===== src/include/grfc_pkg.sv =====
package grfc_pkg;
  localparam int unsigned PCLK_PERIOD_NS = 100;
  localparam int unsigned BASE_PERIOD_US = 1000;
  // 1 kHz base rate expressed in pclk cycles
  localparam int unsigned BASE_CYC =
    (BASE_PERIOD_US * 1000) / PCLK_PERIOD_NS;
  localparam int unsigned ADDR_W = 12;
  localparam int unsigned IDX_W  = 10;
  localparam int unsigned SMP_W  = 16;
  localparam logic [IDX_W-1:0] IDX_TRIM_HI = 10'h017;
  localparam logic [IDX_W-1:0] IDX_TRIM_LO = 10'h018;
  localparam logic [IDX_W-1:0] IDX_DIV     = 10'h019;
  localparam logic [IDX_W-1:0] IDX_CFG     = 10'h01A;
  localparam logic [IDX_W-1:0] IDX_ZOUT    = 10'h020;
  localparam logic [IDX_W-1:0] IDX_QDATA   = 10'h021;
  localparam logic [IDX_W-1:0] IDX_QSTAT   = 10'h022;
  localparam logic [7:0] REG_RST = 8'h00;
  localparam int unsigned CFG_REC_BIT  = 7;
  localparam int unsigned CFG_MODE_BIT = 6;
  localparam int unsigned CFG_SYNC_HI  = 5;
  localparam int unsigned CFG_SYNC_LO  = 3;
  localparam int unsigned CFG_LPF_HI   = 2;
  localparam int unsigned CFG_LPF_LO   = 0;
  localparam logic [2:0] LPF_MAX = 3'h7;
  localparam logic [2:0] LPF_MIN = 3'h0;
  localparam int unsigned QSTAT_FULL_BIT  = 16;
  localparam int unsigned QSTAT_EMPTY_BIT = 17;
  // bypass select value for filter choice, held locally
  localparam logic [1:0] BYP_NONE = 2'h0;
  localparam logic [1:0] BYP_MID  = 2'h2;
  // sync tag slots
  localparam logic [2:0] TAG_OFF  = 3'h0;
  localparam logic [2:0] TAG_TEMP = 3'h1;
  localparam logic [2:0] TAG_XR   = 3'h2;
  localparam logic [2:0] TAG_YR   = 3'h3;
  localparam logic [2:0] TAG_ZR   = 3'h4;
  localparam logic [2:0] TAG_XA   = 3'h5;
  localparam logic [2:0] TAG_YA   = 3'h6;
  localparam logic [2:0] TAG_ZA   = 3'h7;
  typedef enum logic [1:0] {grfc_idle_t_x} grfc_unused_t;
endpackage


===== src/include/grfc_queue_if.sv =====
`timescale 1ns/1ps
`default_nettype none
interface grfc_queue_if #(parameter int unsigned W = 16,
                          parameter int unsigned CW = 5);
  logic          push;
  logic [W-1:0]  wdata;
  logic          pop;
  logic [W-1:0]  rdata;
  logic [CW-1:0] count;
  logic          full;
  logic          empty;
  logic          keep_on_full;
  modport owner (output push, wdata, pop, keep_on_full,
                 input rdata, count, full, empty);
  modport fifo  (input push, wdata, pop, keep_on_full,
                 output rdata, count, full, empty);
endinterface
`default_nettype wire


===== src/logic/grfc_rate_div.sv =====
`timescale 1ns/1ps
`default_nettype none
module grfc_rate_div #(
  parameter int unsigned BASE_CYC = grfc_pkg::BASE_CYC
) (
  input  wire logic       pclk,
  input  wire logic       presetn,
  input  wire logic [7:0] div,
  input  wire logic       div_en,
  output logic            base_tick,
  output logic            sample_tick
);
  logic [31:0] pre_q;
  logic [7:0]  cnt_q;

  always_ff @(posedge pclk or negedge presetn) begin
    if (!presetn) begin
      pre_q     <= 32'h0;
      base_tick <= 1'b0;
    end else if (pre_q == 32'(BASE_CYC - 1)) begin
      pre_q     <= 32'h0;
      base_tick <= 1'b1;
    end else begin
      pre_q     <= pre_q + 32'h1;
      base_tick <= 1'b0;
    end
  end

  // [RQ3] divide by one plus divider
  always_ff @(posedge pclk or negedge presetn) begin
    if (!presetn) begin
      cnt_q       <= 8'h00;
      sample_tick <= 1'b0;
    end else if (base_tick) begin
      // [RQ5] divider ignored unless enabled
      if (!div_en || cnt_q >= div) begin
        cnt_q       <= 8'h00;
        sample_tick <= 1'b1;
      end else begin
        cnt_q       <= cnt_q + 8'h01;
        sample_tick <= 1'b0;
      end
    end else begin
      sample_tick <= 1'b0;
    end
  end
endmodule // grfc_rate_div
`default_nettype wire


===== src/logic/grfc_queue.sv =====
`timescale 1ns/1ps
`default_nettype none
module grfc_queue #(
  parameter int unsigned W     = 16,
  parameter int unsigned DEPTH = 16,
  parameter int unsigned AW    = 4
) (
  input  wire logic pclk,
  input  wire logic presetn,
  grfc_queue_if.fifo q
);
  logic [W-1:0]  mem_q [DEPTH];
  logic [AW-1:0] wr_q;
  logic [AW-1:0] rd_q;
  logic [AW:0]   cnt_q;
  logic          do_pop;
  logic          do_push;
  logic          overwrite;

  assign do_pop    = q.pop && (cnt_q != '0);
  // [RQ6] full queue drops new sample
  assign do_push   = q.push && (!q.full || !q.keep_on_full || do_pop);
  // [RQ7] full queue overwrites oldest entry
  assign overwrite = do_push && q.full && !do_pop;

  assign q.full  = (cnt_q == (AW+1)'(DEPTH));
  assign q.empty = (cnt_q == '0);
  assign q.rdata = mem_q[rd_q];
  assign q.count = cnt_q;

  always_ff @(posedge pclk) begin
    if (do_push) begin
      mem_q[wr_q] <= q.wdata;
    end
  end

  always_ff @(posedge pclk or negedge presetn) begin
    if (!presetn) begin
      wr_q  <= '0;
      rd_q  <= '0;
      cnt_q <= '0;
    end else begin
      if (do_push) begin
        wr_q <= (wr_q == AW'(DEPTH - 1)) ? '0 : wr_q + AW'(1);
      end
      if (do_pop || overwrite) begin
        rd_q <= (rd_q == AW'(DEPTH - 1)) ? '0 : rd_q + AW'(1);
      end
      if (do_push && !do_pop && !overwrite) begin
        cnt_q <= cnt_q + (AW+1)'(1);
      end else if (do_pop && !do_push) begin
        cnt_q <= cnt_q - (AW+1)'(1);
      end
    end
  end
endmodule // grfc_queue
`default_nettype wire


===== src/logic/grfc_top.sv =====
// Notes on behaviour
// [RQ1] z trim: 16-bit two's complement, two bytes
// [RQ2] trim added to raw z before output
// [RQ3] rate equals 1 kHz over divider+1
// [RQ4] divided rate paces outputs and queue
// [RQ5] divider only with no bypass, lpf 1..6
// [RQ6] policy one: full queue drops samples
// [RQ7] policy zero: full queue overwrites oldest
// [RQ8] lpf setting used only without bypass
// [RQ9] bypass bits and setting pick bandwidth
// [RQ10] sync code tags chosen low bit
// [RQ11] software writes zero to count-record bit
//
// Our own choice: the APB interface to the registers.
`timescale 1ns/1ps
`default_nettype none
module grfc_top #(
  parameter int unsigned BASE_CYC = grfc_pkg::BASE_CYC,
  parameter int unsigned QDEPTH   = 16,
  parameter int unsigned QAW      = 4
) (
  input  wire logic                        pclk,
  input  wire logic                        presetn,
  input  wire logic                        psel,
  input  wire logic                        penable,
  input  wire logic                        pwrite,
  input  wire logic [grfc_pkg::ADDR_W-1:0] paddr,
  input  wire logic [31:0]                 pwdata,
  input  wire logic [3:0]                  pstrb,
  output logic [31:0]                      prdata,
  output logic                             pready,
  output logic                             pslverr,
  input  wire logic [1:0]                  filter_bypass,
  input  wire logic                        frame_sync_input,
  input  wire logic [15:0]                 raw_temp,
  input  wire logic [15:0]                 raw_x_rate,
  input  wire logic [15:0]                 raw_y_rate,
  input  wire logic [15:0]                 raw_z_rate,
  input  wire logic [15:0]                 raw_x_accel,
  input  wire logic [15:0]                 raw_y_accel,
  input  wire logic [15:0]                 raw_z_accel,
  output logic [15:0]                      temp_out,
  output logic [15:0]                      x_rate_out,
  output logic [15:0]                      y_rate_out,
  output logic [15:0]                      z_rate_out,
  output logic [15:0]                      x_accel_out,
  output logic [15:0]                      y_accel_out,
  output logic [15:0]                      z_accel_out,
  output logic                             sample_strobe
);
  localparam int unsigned SW = grfc_pkg::SMP_W;

  // right-shift amount of the low-pass; zero means no smoothing
  function automatic logic [2:0] lpf_shift(input logic [1:0] byp,
                                           input logic [2:0] cfg);
    // [RQ9] bypass picks widest paths
    if (byp[0]) begin
      lpf_shift = 3'h0;
    end else if (byp == grfc_pkg::BYP_MID) begin
      lpf_shift = 3'h0;
    end else if (cfg == grfc_pkg::LPF_MAX) begin
      lpf_shift = 3'h0;
    end else begin
      // [RQ8] setting used only without bypass
      lpf_shift = cfg + 3'h1;
    end
  endfunction

  // first-order smoothing, wider internally to avoid wrap
  function automatic logic [SW-1:0] iir(input logic [SW-1:0] y,
                                        input logic [SW-1:0] x,
                                        input logic [2:0]    k);
    logic signed [SW:0] diff;
    logic signed [SW:0] sum;
    diff = $signed({x[SW-1], x}) - $signed({y[SW-1], y});
    sum  = $signed({y[SW-1], y}) + (diff >>> k);
    iir  = sum[SW-1:0];
  endfunction

  // saturating signed add keeps bias trim from wrapping
  function automatic logic [SW-1:0] sat_add(input logic [SW-1:0] a,
                                            input logic [SW-1:0] b);
    logic signed [SW:0] s;
    s = $signed({a[SW-1], a}) + $signed({b[SW-1], b});
    if (s[SW] != s[SW-1]) begin
      sat_add = s[SW] ? {1'b1, {(SW-1){1'b0}}} : {1'b0, {(SW-1){1'b1}}};
    end else begin
      sat_add = s[SW-1:0];
    end
  endfunction

  function automatic logic [SW-1:0] tag(input logic [SW-1:0] v,
                                        input logic [2:0]    code,
                                        input logic [2:0]    slot,
                                        input logic          lvl);
    tag = v;
    if (code != grfc_pkg::TAG_OFF && code == slot) begin
      tag[0] = lvl;
    end
  endfunction

  logic [7:0]  trim_hi_q;
  logic [7:0]  trim_lo_q;
  logic [7:0]  div_q;
  logic [7:0]  cfg_q;
  logic        sync1_q;
  logic        sync2_q;
  logic [SW-1:0] f_temp_q;
  logic [SW-1:0] f_x_q;
  logic [SW-1:0] f_y_q;
  logic [SW-1:0] f_z_q;
  logic [31:0] rd_d;
  logic        err_d;
  logic        base_tick;
  logic        sample_tick;
  logic        div_en;
  logic [2:0]  lpf;
  logic [2:0]  sync_code;
  logic [2:0]  shift;
  logic [SW-1:0] z_trim;
  logic [SW-1:0] z_trimmed;
  logic [grfc_pkg::IDX_W-1:0] idx;
  logic        setup;
  logic        wr_done;
  logic        rd_done;

  grfc_queue_if #(.W(SW), .CW(QAW + 1)) qif ();

  assign lpf       = cfg_q[grfc_pkg::CFG_LPF_HI:grfc_pkg::CFG_LPF_LO];
  assign sync_code = cfg_q[grfc_pkg::CFG_SYNC_HI:grfc_pkg::CFG_SYNC_LO];
  assign shift     = lpf_shift(filter_bypass, lpf);
  // [RQ1] trim assembled from two bytes
  assign z_trim    = {trim_hi_q, trim_lo_q};
  // [RQ2] trim added to raw z sample
  assign z_trimmed = sat_add(raw_z_rate, z_trim);
  // [RQ5] divider gated by bypass and setting
  assign div_en    = (filter_bypass == grfc_pkg::BYP_NONE) &&
                     (lpf > grfc_pkg::LPF_MIN) &&
                     (lpf < grfc_pkg::LPF_MAX);

  assign idx     = paddr[grfc_pkg::ADDR_W-1:2];
  assign setup   = psel && !penable;
  assign wr_done = psel && penable && pready && pwrite && !pslverr;
  assign rd_done = psel && penable && pready && !pwrite && !pslverr;

  grfc_rate_div #(.BASE_CYC(BASE_CYC)) u_div (
    .pclk        (pclk),
    .presetn     (presetn),
    .div         (div_q),
    .div_en      (div_en),
    .base_tick   (base_tick),
    .sample_tick (sample_tick)
  );

  grfc_queue #(.W(SW), .DEPTH(QDEPTH), .AW(QAW)) u_queue (
    .pclk    (pclk),
    .presetn (presetn),
    .q       (qif.fifo)
  );

  // [RQ4] queue written at divided rate
  assign qif.push         = sample_tick;
  assign qif.wdata        = tag(f_z_q, sync_code, grfc_pkg::TAG_ZR,
                                sync2_q);
  assign qif.pop          = rd_done && (idx == grfc_pkg::IDX_QDATA);
  // [RQ6] policy bit selects drop on full
  assign qif.keep_on_full = cfg_q[grfc_pkg::CFG_MODE_BIT];

  // sync pin is asynchronous to pclk
  always_ff @(posedge pclk or negedge presetn) begin
    if (!presetn) begin
      sync1_q <= 1'b0;
      sync2_q <= 1'b0;
    end else begin
      sync1_q <= frame_sync_input;
      sync2_q <= sync1_q;
    end
  end

  // register writes land on the completing access edge
  always_ff @(posedge pclk or negedge presetn) begin
    if (!presetn) begin
      trim_hi_q <= grfc_pkg::REG_RST;
      trim_lo_q <= grfc_pkg::REG_RST;
      div_q     <= grfc_pkg::REG_RST;
      cfg_q     <= grfc_pkg::REG_RST;
    end else if (wr_done && pstrb[0]) begin
      case (idx)
        // [RQ1] upper and lower trim bytes
        grfc_pkg::IDX_TRIM_HI: trim_hi_q <= pwdata[7:0];
        grfc_pkg::IDX_TRIM_LO: trim_lo_q <= pwdata[7:0];
        // [RQ3] divider value stored
        grfc_pkg::IDX_DIV:     div_q     <= pwdata[7:0];
        // [RQ11] record bit stored, has no effect
        grfc_pkg::IDX_CFG:     cfg_q     <= pwdata[7:0];
        default: ;
      endcase
    end
  end

  always_comb begin
    rd_d  = 32'h0;
    err_d = 1'b0;
    case (idx)
      grfc_pkg::IDX_TRIM_HI: rd_d[7:0] = trim_hi_q;
      grfc_pkg::IDX_TRIM_LO: rd_d[7:0] = trim_lo_q;
      grfc_pkg::IDX_DIV:     rd_d[7:0] = div_q;
      grfc_pkg::IDX_CFG:     rd_d[7:0] = cfg_q;
      grfc_pkg::IDX_ZOUT:    rd_d[SW-1:0] = z_rate_out;
      grfc_pkg::IDX_QDATA:   rd_d[SW-1:0] = qif.rdata;
      grfc_pkg::IDX_QSTAT: begin
        rd_d[QAW:0] = qif.count;
        rd_d[grfc_pkg::QSTAT_FULL_BIT]  = qif.full;
        rd_d[grfc_pkg::QSTAT_EMPTY_BIT] = qif.empty;
      end
      default: err_d = 1'b1;
    endcase
    if (paddr[1:0] != 2'h0) begin
      err_d = 1'b1;
    end
  end

  // answer is prepared in setup, so the access phase has no wait
  always_ff @(posedge pclk or negedge presetn) begin
    if (!presetn) begin
      pready  <= 1'b0;
      pslverr <= 1'b0;
      prdata  <= 32'h0;
    end else begin
      pready  <= setup;
      pslverr <= setup && err_d;
      // a refused access of either direction answers with zero data
      if (setup && (!pwrite || err_d)) begin
        prdata <= err_d ? 32'h0 : rd_d;
      end
    end
  end

  // smoothing runs at the base rate
  always_ff @(posedge pclk or negedge presetn) begin
    if (!presetn) begin
      f_temp_q <= '0;
      f_x_q    <= '0;
      f_y_q    <= '0;
      f_z_q    <= '0;
    end else if (base_tick) begin
      // [RQ9] same bandwidth for rate and temperature
      f_temp_q <= iir(f_temp_q, raw_temp, shift);
      f_x_q    <= iir(f_x_q, raw_x_rate, shift);
      f_y_q    <= iir(f_y_q, raw_y_rate, shift);
      f_z_q    <= iir(f_z_q, z_trimmed, shift);
    end
  end

  // [RQ4] outputs refresh at divided rate
  always_ff @(posedge pclk or negedge presetn) begin
    if (!presetn) begin
      temp_out      <= '0;
      x_rate_out    <= '0;
      y_rate_out    <= '0;
      z_rate_out    <= '0;
      x_accel_out   <= '0;
      y_accel_out   <= '0;
      z_accel_out   <= '0;
      sample_strobe <= 1'b0;
    end else begin
      sample_strobe <= sample_tick;
      if (sample_tick) begin
        // [RQ10] sync level tags selected low bit
        temp_out    <= tag(f_temp_q, sync_code, grfc_pkg::TAG_TEMP,
                           sync2_q);
        x_rate_out  <= tag(f_x_q, sync_code, grfc_pkg::TAG_XR, sync2_q);
        y_rate_out  <= tag(f_y_q, sync_code, grfc_pkg::TAG_YR, sync2_q);
        z_rate_out  <= tag(f_z_q, sync_code, grfc_pkg::TAG_ZR, sync2_q);
        x_accel_out <= tag(raw_x_accel, sync_code, grfc_pkg::TAG_XA,
                           sync2_q);
        y_accel_out <= tag(raw_y_accel, sync_code, grfc_pkg::TAG_YA,
                           sync2_q);
        z_accel_out <= tag(raw_z_accel, sync_code, grfc_pkg::TAG_ZA,
                           sync2_q);
      end
    end
  end
endmodule // grfc_top
`default_nettype wire


===== config.mk =====
export PLATFORM = sky130hd
export DESIGN_NAME = grfc_top
export DESIGN_NICKNAME = d
export VERILOG_FILES = /design/src/include/grfc_pkg.sv /design/src/include/grfc_queue_if.sv /design/src/logic/grfc_rate_div.sv /design/src/logic/grfc_queue.sv /design/src/logic/grfc_top.sv
export SDC_FILE = /design/constraint.sdc
export NUM_CORES = 1
export LEC_CHECK = 0
export ABC_AREA = 1
export BUFFER_PORTS_ARGS = -buffer_cell sky130_fd_sc_hd__clkbuf_2
export CELL_PAD_IN_SITES_DETAIL_PLACEMENT = 1
export CELL_PAD_IN_SITES_GLOBAL_PLACEMENT = 2
export CORE_MARGIN = 2
export CORE_UTILIZATION = 32
export DETAILED_ROUTE_END_ITERATION = 10
export PLACE_DENSITY_LB_ADDON = 0.1
export SYNTH_ARGS = -nofsm -noshare
export SYNTH_HDL_FRONTEND = slang
export SYNTH_HIERARCHICAL = 1
export SYNTH_SLANG_ARGS = --single-unit

===== constraint.sdc =====
create_clock -name pclk -period 7.55 [get_ports pclk]
set_input_delay 0 -clock pclk [delete_from_list [all_inputs] [get_ports pclk]]
set_output_delay 0 -clock pclk [all_outputs]
set_load 0.01 [all_outputs]

==> impl_results.md <==
- Detailed Route Iter0 Violations: 1182
- ANT nets after route: 0
- Most common cell after layout, fill and taps aside: nand2_1
- Post-synth ARST share: 0.528
- Unique masters post-synth: 62
- Setup TNS: 0 ns
- CP endpoint kind: flip-flop
- Most frequent cells in the layout: 835 x nand2_1, 372 x inv_1, 344 x nor2_1
- Post-CTS Hold Fix Bufs: 66
- Antenna violations before repair: 4
- Ratio of cells with drive above 1 in the final layout: 0.138
- Max Cap Viol: 0
- GP Congestion: 0.796
- Post_cts resized: 0
- Slew Limit Fails: 0
- EDFF count, synth: 256
- Post-layout util: 0.381
- Synthesis warning total: 6
- CTS tree: done
- Slew Limit Headroom: 0.258
- Via/cell ratio: 4.91
- Clock Pin Slew Worst Setup and Hold Paths: 0.06 ns
- Drt wl/cell: 19.3 microns
- Top cell type by total area after synthesis: edfxtp_1
- CTS H-tree lvls: 3
- Cts bufs inserted: 69
- Initial core utilization: 0.322
- Post-synth top area share: 0.243
- Core ar.: 98100 sq um
- Top_reg_cell synth: dfrtp_1
- Total wire length: 104000 microns
- Final worst path period need: 6.32 ns
- Most common cell on crit path: nand2_1
- CTS Buffer Depth: 3
- Worst path top cell family by delay: compound AO/OA/AOI/OAI gates
- Clk sink count: 542
- Finished Cell Area: 37400 sq um
- NumNets Final: 4380
- DR DRC count: 0
- Die footprint: 101000 sq um
- DR vias: 26500
- Number of global-route vias before repair: 27900
- Final HPWL DP: 73900 microns
- Worst Path Required: 8.00 ns
- FP Rows: 115
- Fin. Hold Viols: 0
- Final setup viols: 0
- Max VDD drop: 0.122 mV
- Worst-path fanout max: 15
- CTS root buf: clkbuf_16
- Crit path launch type: flip-flop
- Outcome: completed
- Area post-placement: 34300 sq um
- Period Utilization, post-route: 0.838
- Mapped cell area: 31600 sq um
- Flops & latches, synth: 542
- Avg Inst Size Synth: 8.49 sq um
- GRT Util Overall: 0.204
- Drt first pass iters: 5
- Least-Margin Pin Slew: 1.11 ns
- Crit Path Class: flip-flop to flip-flop
- Syn Inst Count: 3722
- Max incr delay on CP: 0.43 ns
- Arr. time, crit path: 6.78 ns
- R2R setup slack: 1.23 ns
- # port buffers: 273
- Worst-skew pair later-pin latency: 0.63 ns
- Die Y: 318 microns
- Fmax: 158 MHz
- Buf+Inv Stages, Crit Path: 6
- Overall die width: 318 microns
- Leakage: 16.3 nW
- Top-Level Pins: 315
- Hold WC Path Type: input pin to flip-flop
- Post-synthesis sequential area ratio: 0.470
- First-pass GRT wire length: 163000 microns
- Area contributors post-synth: edfxtp_1 24%, dfrtp_1 23%, nand2_1 9.9%, ha_1 6.4%, o21ai_0 4.8%
- Layout area overhead: 18.2%
- Pin count of the biggest net entering global routing: 149
- Final Skew: 0.0340 ns
- Unrepaired setup endpoints after global routing: no
- Total congestion overflow: 0
- Setup Fix Bufs, Post-CTS: 0
- Crit-path slowest cell: fa_1
- Pwr dens: 192 nW/um^2
metal layers:
layer,share of wire,GRT usage,up-vias
met5,0,0,-
met4,0.023,0.0563,0
met3,0.030,0.0247,111
met2,0.50,0.361,324
met1,0.45,0.262,12900
li1,-,-,13100
synth_stat cells, drive strengths merged, types with 6 or more instances:
| cell type | n |
|---|---|
| o221ai | 26 |
| ha | 162 |
| or2 | 14 |
| a21boi | 6 |
| buf | 57 |
| a211oi | 10 |
| xnor2 | 43 |
| xor2 | 79 |
| nor4 | 14 |
| o31ai | 6 |
| nand4 | 17 |
| mux2 | 45 |
| edfxtp | 256 |
| nor2 | 360 |
| a22o | 10 |
| nor3 | 31 |
| o211ai | 20 |
| dfrtp | 286 |
| a21oi | 177 |
| fa | 10 |
| nand3b | 8 |
| o21bai | 11 |
| nand3 | 293 |
| inv | 387 |
| o21ai | 373 |
| clkbuf | 90 |
| nand2 | 849 |
| and3 | 6 |
| o22ai | 49 |
registers in the layout, indices dropped and copies added (netlist names), 4 cells and up:
register         flops
u_div/pre_q         32
f_x_q               16
x_rate_out          16
temp_out            16
u_queue/q.count      5
cfg_q                8
u_queue/mem_q      256
y_accel_out         16
u_queue/wr_q         4
f_y_q               16
u_queue/rd_q         4
div_q                8
trim_lo_q            8
prdata              18
z_rate_out          16
trim_hi_q            8
x_accel_out         16
z_accel_out         16
f_temp_q            16
y_rate_out          16
u_div/cnt_q          8
f_z_q               16
layout make-up:
type | count | area, sq um
multi-input cells | 2658 | 14700
clock buffers | 88 | 1900
inverters | 388 | 1460
diodes | 1 | 2.50
fillers | 11700 | 60800
flip-flops and latches | 542 | 14900
clock inverters | 38 | 463
well taps | 1287 | 1610
repair buffers | 381 | 2390
through the flow:
step	std cells	setup slack (ns)	hold slack [ns]	power (W)
2_1_floorplan	3735	2.37	-0.296	0.00358
3_3_place_gp	5190	1.31	-0.0280	0.00380
3_5_place_dp	5190	1.26	-0.0305	0.00380
4_1_cts	5382	1.18	0.00350	0.00730
5_1_grt	5382	0.484	0.0889	0.00749
6_report	5383	1.23	0.0472	0.00718
worst min-delay path, cell delays in order:
cell	delay, ns
clkbuf_2	0.11
nand2_1	0.12
o21ai_0	0.10
nand2_1	0.07
nand2_1	0.06
inv_2	0.10
nor2_1	0.06
logic make-up (layout without fill, tap and decap cells):
family,Yosys count,count (layout),synth area share
and+or+nand+nor,1593,1593,0.213
AOI/OAI and AO/OA,708,708,0.127
DFF,542,542,0.470
buffers and inverters,535,895,0.0680
adders and majority gates,172,172,0.0704
xor gates and xnor gates,122,122,0.0343
muxes,49,49,0.0173
other,1,15,0.000119
final timing paths:
kind                                          start                           to  depth (start not counted)
max                        trim_lo_q[0]$_DFFE_PN0P_        f_z_q[12]$_DFFE_PN0P_                         38
min                                        paddr[2]            pslverr$_DFF_PN0_                          7
max reg2reg                trim_lo_q[0]$_DFFE_PN0P_        f_z_q[12]$_DFFE_PN0P_                         38
min reg2reg                       sync1_q$_DFF_PN0_            sync2_q$_DFF_PN0_                          0
max in group asynchronous                   presetn  u_queue/rd_q[0]$_DFFE_PN0P_                          5
min in group asynchronous                   presetn    z_rate_out[9]$_DFFE_PN0P_                          4
where the power goes:
part           switching [W]  total [W]  leakage [nW]  internal, W
logic               0.000411   0.000669          10.4     0.000258
registers         0.00000898    0.00310          4.71      0.00309
clock network        0.00140    0.00341          1.15      0.00201
total                0.00182    0.00718          16.3      0.00536
(Power assumes the default switching activity.)
